--- src/verilog/glue_pkg.sv ---
/*
 Constants, types and carriers shared by the processor bus glue and its clock divider.
 Assumes one system clock; processor and timer clocks are derived from it by division.
*/
package glue_pkg;

    // ----------------------------------------
    // Clock division
    // ----------------------------------------
    localparam logic [2:0] DIV_SLOW    = 3'h6;
    localparam logic [2:0] DIV_FAST    = 3'h4;
    localparam logic [2:0] PCLK_HIGH   = 3'h2;
    localparam logic [4:0] TIMER_DIV   = 5'h18;
    localparam logic [4:0] TIMER_HIGH  = 5'h0c;

    // ----------------------------------------
    // I/O ports
    // ----------------------------------------
    localparam logic [7:0] NMI_PORT    = 8'ha0;
    localparam int         NMI_EN_BIT  = 7;
    localparam logic [7:0] PPI_PORT_A  = 8'h60;
    localparam logic [7:0] PPI_PORT_B  = 8'h61;
    localparam logic [7:0] PPI_PORT_C  = 8'h62;
    localparam logic [3:0] ROM_HI_ADDR = 4'hf;

    // ----------------------------------------
    // Processor status codes
    // ----------------------------------------
    localparam logic [2:0] ST_INTA     = 3'h0;
    localparam logic [2:0] ST_IO_RD    = 3'h1;
    localparam logic [2:0] ST_IO_WR    = 3'h2;
    localparam logic [2:0] ST_HALT     = 3'h3;
    localparam logic [2:0] ST_CODE     = 3'h4;
    localparam logic [2:0] ST_MEM_RD   = 3'h5;
    localparam logic [2:0] ST_MEM_WR   = 3'h6;
    localparam logic [2:0] ST_PASSIVE  = 3'h7;

    typedef enum logic [2:0] {
        CYC_IDLE = 3'b001,
        CYC_ADDR = 3'b010,
        CYC_DATA = 3'b100
    } cyc_state_t;

    // Bus commands, active high
    typedef struct packed {
        logic io_wr;
        logic io_rd;
        logic mem_wr;
        logic mem_rd;
        logic io_cyc;
    } cmd_t;

    // Interrupt sources, bit 0 highest priority
    typedef struct packed {
        logic parallel;
        logic floppy;
        logic vsync;
        logic serial1;
        logic serial2;
        logic hard_disk;
        logic keyboard;
        logic timer0;
    } irq_src_t;

endpackage : glue_pkg

--- src/verilog/clock_divider.sv ---
/*
 Processor and timer clock divider with processor clock edge strobes.
 Assumes the system clock is the oscillator source; speed select is sampled at period wrap.
*/
`timescale 1ns/100ps
`default_nettype none
module clock_divider (
    input  wire logic sys_clk_i,
    input  wire logic rst_n_i,
    input  wire logic fast_sel_i,
    output logic      pclk_o,
    output logic      tclk_o,
    output logic      rise_o,
    output logic      fall_o
);
    import glue_pkg::*;

    typedef struct packed {
        logic [2:0] cnt;
        logic [4:0] tcnt;
        logic       fast;
        logic       pclk;
        logic       tclk;
    } div_state_t;

    div_state_t q;
    div_state_t n;
    logic [2:0] last;

    // ----------------------------------------
    // Dividers
    // ----------------------------------------
    always_comb begin
        n = q;
        last = (q.fast ? DIV_FAST : DIV_SLOW) - 3'h1;
        rise_o = (q.cnt == last);
        fall_o = (q.cnt == PCLK_HIGH - 3'h1);
        if (rise_o) begin
            n.cnt = 3'h0;
            // Speed changes only at a period boundary to avoid runt pulses
            n.fast = fast_sel_i;
        end else begin
            n.cnt = q.cnt + 3'h1;
        end
        n.pclk = (n.cnt < PCLK_HIGH);
        n.tcnt = (q.tcnt == TIMER_DIV - 5'h1) ? 5'h0 : q.tcnt + 5'h1;
        n.tclk = (n.tcnt < TIMER_HIGH);
    end

    always_ff @(posedge sys_clk_i) begin
        if (!rst_n_i) begin
            q      <= '0;
            q.pclk <= 1'b1;
            q.tclk <= 1'b1;
        end else begin
            q <= n;
        end
    end

    assign pclk_o = q.pclk;
    assign tclk_o = q.tclk;

endmodule : clock_divider
`default_nettype wire

--- src/verilog/cpu_bus_glue_logic.sv ---
/*
 Glue between an 8-bit multiplexed processor bus and the system bus.
 Assumes all inputs synchronous to sys_clk_i; data transceivers and buffers are external.
*/
`timescale 1ns/100ps
`default_nettype none
module cpu_bus_glue_logic (
    input  wire logic              sys_clk_i,
    input  wire logic              rst_n_i,
    input  wire logic              fast_clock_sel_i,
    input  wire logic [2:0]        processor_status_bits_i,
    input  wire logic              int_ctrl_select_n_i,
    input  wire logic [7:0]        ad_i,
    input  wire logic [19:8]       upper_addr_i,
    input  wire logic              wait_request_n_i,
    input  wire logic              power_on_reset_n_i,
    input  wire logic              refresh_n_i,
    input  wire logic              fdc_ack_n_i,
    input  wire logic              onboard_select_n_i,
    input  wire logic              bus_nmi_i,
    input  wire glue_pkg::irq_src_t irq_sources_i,
    input  wire logic [7:0]        keyboard_data_i,
    input  wire logic [3:0]        port_c_inputs_i,
    output logic                   processor_clock_o,
    output logic                   timer_base_clock_o,
    output logic [19:0]            addr_o,
    output logic [7:0]             ad_o,
    output logic                   ad_oe_o,
    output logic                   txcvr_enable_o,
    output logic                   txcvr_to_cpu_o,
    output logic                   ale_o,
    output logic                   data_buffer_enable_n_o,
    output glue_pkg::cmd_t         cmd_o,
    output logic                   halt_o,
    output logic                   reset_o,
    output logic                   buffered_bus_reset_o,
    output logic                   reset_n_o,
    output logic                   processor_ready_o,
    output logic                   nmi_o,
    output logic                   io_mem_o,
    output logic                   rom_select_o,
    output logic                   bus_refresh_n_o,
    output logic                   buffer_dir_o,
    output logic                   buffer_enable_o,
    output logic [7:0]             irq_o,
    output logic [7:0]             port_b_o,
    output logic [3:0]             port_c_outputs_o
);
    import glue_pkg::*;

    typedef struct packed {
        cyc_state_t  cyc;
        logic [7:0]  addr_lo;
        logic [3:0]  addr_mid;
        logic [3:0]  addr_buf;
        logic [3:0]  addr_hi;
        logic        ale;
        cmd_t        cmd;
        logic        inta;
        logic        halt;
        logic        txcvr_en;
        logic        txcvr_rd;
        logic        buf_gate_n;
        logic [7:0]  rd_data;
        logic        rd_oe;
        logic [1:0]  por_sync;
        logic        rst;
        logic        rst_n;
        logic        rst_bus;
        logic        rdy_seen;
        logic        ready;
        logic        nmi_en;
        logic        nmi;
        logic        io_mem;
        logic        rom_sel;
        logic        rfsh_n;
        logic        buf_dir;
        logic        buf_en;
        logic [7:0]  irq;
        logic [7:0]  ppi_b;
        logic [3:0]  ppi_c_lo;
    } state_t;

    state_t q;
    state_t n;

    logic div_rise;
    logic div_fall;
    logic io_cycle;
    logic mem_read;
    logic io_read;
    logic floppy_ack;
    logic refresh_on;
    logic onboard;
    logic data_phase;

    // ----------------------------------------
    // Clock generation
    // ----------------------------------------
    clock_divider u_div (
        .sys_clk_i  (sys_clk_i),
        .rst_n_i    (rst_n_i),
        .fast_sel_i (fast_clock_sel_i),
        .pclk_o     (processor_clock_o),
        .tclk_o     (timer_base_clock_o),
        .rise_o     (div_rise),
        .fall_o     (div_fall)
    );

    // ----------------------------------------
    // Next state
    // ----------------------------------------
    always_comb begin
        n = q;

        // Latch is transparent while the strobe is high
        if (q.ale) begin
            n.addr_lo  = ad_i;
            n.addr_mid = upper_addr_i[11:8];
            n.addr_hi  = upper_addr_i[19:16];
        end
        n.addr_buf = upper_addr_i[15:12];

        // Cycle sequencing on processor clock rising edges
        if (div_rise) begin
            case (q.cyc)
                CYC_IDLE: begin
                    if (processor_status_bits_i != ST_PASSIVE) begin
                        n.cyc = CYC_ADDR;
                        n.ale = 1'b1;
                    end
                end
                CYC_ADDR: begin
                    n.cyc         = CYC_DATA;
                    n.ale         = 1'b0;
                    // Status is still valid here, later it goes passive
                    n.cmd.io_rd   = (processor_status_bits_i == ST_IO_RD);
                    n.cmd.io_wr   = (processor_status_bits_i == ST_IO_WR);
                    n.cmd.mem_rd  = (processor_status_bits_i == ST_MEM_RD) ||
                                    (processor_status_bits_i == ST_CODE);
                    n.cmd.mem_wr  = (processor_status_bits_i == ST_MEM_WR);
                    n.cmd.io_cyc  = !processor_status_bits_i[2];
                    n.inta        = (processor_status_bits_i == ST_INTA);
                    n.halt        = (processor_status_bits_i == ST_HALT);
                end
                CYC_DATA: begin
                    if (processor_status_bits_i == ST_PASSIVE) begin
                        n.cyc  = CYC_IDLE;
                        n.cmd  = '0;
                        n.inta = 1'b0;
                        n.halt = 1'b0;
                    end
                end
                default: begin
                    n.cyc = CYC_IDLE;
                end
            endcase
        end

        data_phase = (n.cyc == CYC_DATA);
        n.txcvr_en = data_phase && !n.inta;
        n.txcvr_rd = n.cmd.io_rd || n.cmd.mem_rd || n.inta;
        // Interrupt controller sits on the unbuffered side
        n.buf_gate_n = !(data_phase && int_ctrl_select_n_i);

        // Register writes
        if (q.cyc == CYC_DATA && q.cmd.io_wr) begin
            case (q.addr_lo)
                NMI_PORT:   n.nmi_en   = ad_i[NMI_EN_BIT];
                PPI_PORT_B: n.ppi_b    = ad_i;
                PPI_PORT_C: n.ppi_c_lo = ad_i[3:0];
                default:    n.nmi_en   = q.nmi_en;
            endcase
        end

        // Register reads; the enable port reads nothing back
        n.rd_oe = 1'b0;
        if (data_phase && n.cmd.io_rd) begin
            case (n.addr_lo)
                PPI_PORT_A: begin
                    n.rd_data = keyboard_data_i;
                    n.rd_oe   = 1'b1;
                end
                PPI_PORT_B: begin
                    n.rd_data = q.ppi_b;
                    n.rd_oe   = 1'b1;
                end
                PPI_PORT_C: begin
                    n.rd_data = {port_c_inputs_i, q.ppi_c_lo};
                    n.rd_oe   = 1'b1;
                end
                default: begin
                    n.rd_data = q.rd_data;
                end
            endcase
        end

        // Reset chain on processor clock edges
        if (div_rise) begin
            n.por_sync = {q.por_sync[0], !power_on_reset_n_i};
            n.rst      = q.por_sync[1];
            n.rst_n    = !q.por_sync[1];
        end
        if (div_fall) begin
            n.rst_bus = q.rst;
        end

        // Ready: drop on a rising edge, return after rise then fall
        if (div_rise) begin
            n.rdy_seen = wait_request_n_i;
            if (!wait_request_n_i) begin
                n.ready = 1'b0;
            end
        end
        if (div_fall && q.rdy_seen && wait_request_n_i) begin
            n.ready = 1'b1;
        end

        // Buffer control terms
        io_cycle   = q.cmd.io_cyc;
        mem_read   = q.cmd.mem_rd;
        io_read    = q.cmd.io_rd;
        floppy_ack = !fdc_ack_n_i;
        refresh_on = !refresh_n_i;
        onboard    = !onboard_select_n_i;
        n.rom_sel  = mem_read && !refresh_on && (q.addr_hi == ROM_HI_ADDR);
        n.rfsh_n   = refresh_n_i;
        n.buf_dir  = !((mem_read && !io_cycle && !floppy_ack) ||
                       (mem_read && !io_cycle && onboard) ||
                       (mem_read && !io_cycle && io_read) ||
                       (io_read && io_cycle) ||
                       (io_read && floppy_ack && !onboard && !mem_read));
        n.buf_en   = !((!onboard && !q.rom_sel && !floppy_ack) ||
                       (onboard && floppy_ack));
        n.io_mem   = !io_cycle;
        n.nmi    = q.nmi_en && bus_nmi_i;
        n.irq    = irq_sources_i;
    end

    always_ff @(posedge sys_clk_i) begin
        if (!rst_n_i) begin
            q         <= '0;
            q.cyc     <= CYC_IDLE;
            q.buf_gate_n <= 1'b1;
            q.por_sync <= 2'h3;
            q.rst     <= 1'b1;
            q.rst_bus <= 1'b1;
            q.rfsh_n  <= 1'b1;
            q.buf_dir <= 1'b1;
            q.io_mem  <= 1'b1;
        end else begin
            q <= n;
        end
    end

    // ----------------------------------------
    // Outputs
    // ----------------------------------------
    assign addr_o                 = {q.addr_hi, q.addr_buf, q.addr_mid, q.addr_lo};
    assign ad_o                   = q.rd_data;
    assign ad_oe_o                = q.rd_oe;
    assign txcvr_enable_o         = q.txcvr_en;
    assign txcvr_to_cpu_o         = q.txcvr_rd;
    assign ale_o                  = q.ale;
    assign data_buffer_enable_n_o = q.buf_gate_n;
    assign cmd_o                  = q.cmd;
    assign halt_o                 = q.halt;
    assign reset_o                = q.rst;
    assign buffered_bus_reset_o   = q.rst_bus;
    assign reset_n_o              = q.rst_n;
    assign processor_ready_o      = q.ready;
    assign nmi_o                  = q.nmi;
    assign io_mem_o               = q.io_mem;
    assign rom_select_o           = q.rom_sel;
    assign bus_refresh_n_o        = q.rfsh_n;
    assign buffer_dir_o           = q.buf_dir;
    assign buffer_enable_o        = q.buf_en;
    assign irq_o                  = q.irq;
    assign port_b_o               = q.ppi_b;
    assign port_c_outputs_o       = q.ppi_c_lo;
endmodule : cpu_bus_glue_logic
`default_nettype wire

--- config.mk ---
export PLATFORM = sky130hd
export DESIGN_NAME = cpu_bus_glue_logic
export DESIGN_NICKNAME = d
export VERILOG_FILES = /design/src/verilog/glue_pkg.sv /design/src/verilog/clock_divider.sv /design/src/verilog/cpu_bus_glue_logic.sv
export SDC_FILE = /design/constraint.sdc
export NUM_CORES = 1
export LEC_CHECK = 0
export ABC_AREA = 1
export BUFFER_PORTS_ARGS = -buffer_cell sky130_fd_sc_hd__buf_4
export CORE_ASPECT_RATIO = 1.1
export CORE_MARGIN = 8
export CORE_UTILIZATION = 38
export DETAILED_ROUTE_END_ITERATION = 6
export GPL_TIMING_DRIVEN = 1
export PLACE_DENSITY = 0.6
export RECOVER_POWER = 100
export SLEW_MARGIN = 25
export SYNTH_ARGS = -nofsm -noshare
export SYNTH_HDL_FRONTEND = slang
export SYNTH_SLANG_ARGS = --single-unit
--- constraint.sdc ---
create_clock -name sys_clk_i -period 2.35 [get_ports sys_clk_i]
set_input_delay 0.235 -clock sys_clk_i [delete_from_list [all_inputs] [get_ports sys_clk_i]]
set_output_delay 0.235 -clock sys_clk_i [all_outputs]
set_load 0.005 [all_outputs]
==> run metrics <==
WP data arrival=roughly 2300 ps; CP max FO=7; Cell variety after synth=36; period utilization=86.2%; Clock Skews=about 8.6 ps; I/O pin cnt=~120; met2 wire len=between 4 and 5 mm; reg2reg start=u_div.q[9]; Yosys Warn Count=0; register-to-register setup slack=~320 ps; Post-CTS Hold Buffers=0; Setup crit end kind=flip-flop; first-pass GRT wire length=between 15 and 20 mm; Cells after DPL=around 740; drt via density=4.62; worst slew pin tran=957 ps; register area share after synthesis=between 40% and 50%; fin cells=approximately 760; Routed Antenna Nets=0; initial DRC count=137; status=finished clean; Tmin final=roughly 2000 ps; Peak Freq=between 0.4 and 0.5 GHz; Synth Area per Inst=about 7.5 um^2; endpoints failing setup=0; Sink Count=between 80 and 90; overall global routing resource usage=between 10% and 20%; row count=39; Max Buffers Root-to-Sink=2; total wire length=10.2 mm; Mapped Nets=593; latest clock arrival within the worst-skew pair=approximately 330 ps; gpl congestion=~0.84; total power=between 3 and 4 mW; GR Overflow Total=0; CTS tree=done; most frequent cells in the layout=nand2_1, dfxtp_1, nor2_1, buf_4, inv_1; Syn Inst Count=around 540; highest routed layer=met4; register area=1760 um^2; n_diodes=0; RSZ-0062 raised after global routing=no; Via Count=about 3500; final-report hold violation count=0; max-slew violations=0; Reg2Reg Depth=11; Max-slew headroom=approximately 36%; die height=about 120 um; die area=about 14000 um^2; Worst-path clk slew=approximately 70 ps; setup TNS=0 ps; Setup CP Type=flip-flop to flip-flop; clk root buf=clkbuf_16; Metal-1 WL=4.43 mm; FILL cells=roughly 1100; routed wl met3=roughly 940 um; Max-cap violations=0; PD cells=just over 700 nW/um^2; initial core utilization=approximately two fifths; largest net degree at the start of global routing=55; H-tree lvl count=3; initial antenna violation count=0; DRC viols=0; critical path data required time=2570 ps; commonest non-fill, non-tap cell in the layout=nand2_1; VDD IR max=~0.37 mV; combined area of the multi-input logic cells=1520 um^2; share of layout cells above drive strength 1=between 20% and 30%; DR pass1 iterations=4; worst hold start=power_on_reset_n_i; startpoint types=flip-flop; wire per inst=13.4 um; Leak=between 2 and 2.5 nW; Area Overhead vs Synth=24.1%; total CTS buffers=9; # nets final=between 600 and 700; Reg-to-Reg End=txcvr_to_cpu_o; PortBufs=roughly 120; Post-Syn Area=about 4000 um^2; Hold Crit Class=input port to flip-flop; vias in the first global route=~3500; core footprint=around 10000 um^2; Die X=roughly 110 um; Critical Path Source=u_div.q[9]; Seq cells post-synth=between 80 and 90; Post-DP HPWL=a little under 8 mm; crit path to=txcvr_to_cpu_o
worst min-delay path by stage:
stage / end / slack [ps] / cells after the start
global placement: irq_o[6] / 420 / 3
floorplan: data_buffer_enable_n_o / 320 / 1
CTS: q[32] / 60 / 2
finish: q[32] / 70 / 2
global route: q[32] / 70 / 2
detailed placement: irq_o[2] / 420 / 3
area by class of cell:
cell class | instances | area share [%]
Multi-Input combinational cell | 321 | 30.7
Inverter | 60 | 4.53
Clock buffer | 11 | 5.08
Clock inverter | 5 | 2.21
Timing Repair Buffer | 134 | 18.5
Sequential cell | 88 | 35.4
Tap cell | 143 | 3.60
synthesized netlist by cell type (all sizes together):
cell	count	area, um^2
xor2	1	8.76
o22a	1	8.76
and2	1	6.26
nor3	3	20.0
nand3b	1	7.51
a22oi	1	7.51
or2	3	18.8
o31ai	3	22.5
ha	3	37.5
nand3	41	223
nand2	100	388
o21ai	35	179
nor4	3	33.8
nor2	86	364
dfxtp	88	1760
buf	61	457
nand4	9	56.3
a21oi	28	140
clkbuf	7	26.3
xnor2	1	8.76
inv	60	225
a31oi	1	6.26
report_power, final:
| group | internal (mW) | leakage (nW) | switching, mW | total (mW) |
|---|---|---|---|---|
| combinational | 0.120 | 1.43 | 0.132 | 0.253 |
| clock | 1.11 | 0.178 | 0.586 | 1.69 |
| sequential | 1.53 | 0.715 | 0.0223 | 1.55 |
| total | 2.76 | 2.32 | 0.740 | 3.50 |
through the flow:
step	setup slack [ps]	cell area [um^2]	hold WS, ps	util [%]
floorplan	682	4010	319	-
global placement	229	4680	416	45.2
detailed placement	152	4680	421	45.2
CTS	123	5040	62.5	48.7
global route	56.1	4970	69.4	48.1
finish	324	4970	72.9	48.1
critical path, cell delays in order, from the launching register on:
cell and delay, ps:
dfxtp_1 390, inv_1 90, nand2_1 70, nand3_1 60, nor2_1 410, nand2_1 190
nor2_2 210, inv_2 90, a21oi_1 130, nor2_1 70, nor2_1 140, nand2_1 70
cells by family (layout without fill, tap and decap cells):
logic type                 count (synthesis)  in the layout  synth area share, %
adders and majority gates                  3              3                0.937
DFF                                       88             88                 44.0
xor gates and xnor gates                   2              2                0.437
and+or+nand+nor                          247            247                 27.9
buffers and inverters                    128            210                 17.7
AOI/OAI and AO/OA                         69             69                 9.09
state kept, by name, summed over array words and instances (netlist names), 2 cells and up:
register	flops
port_c_outputs_o	4
ad_o	8
cmd_o	2
u_div.q	9
addr_o	20
port_b_o	8
irq_o	8
q	8
routing by layer:
metal,up-vias,track usage [%]
li1,1802,-
met1,1572,16.6
met2,128,24.4
met3,20,5.38
met4,0,6.49
met5,-,0
what timing repair did:
action | CTS | global route
setup buffers | 0 | 4
setup endpoints to repair | 0 | 8
gates resized for setup | 0 | 1
Note: power is estimated with default switching activity, not from simulation.
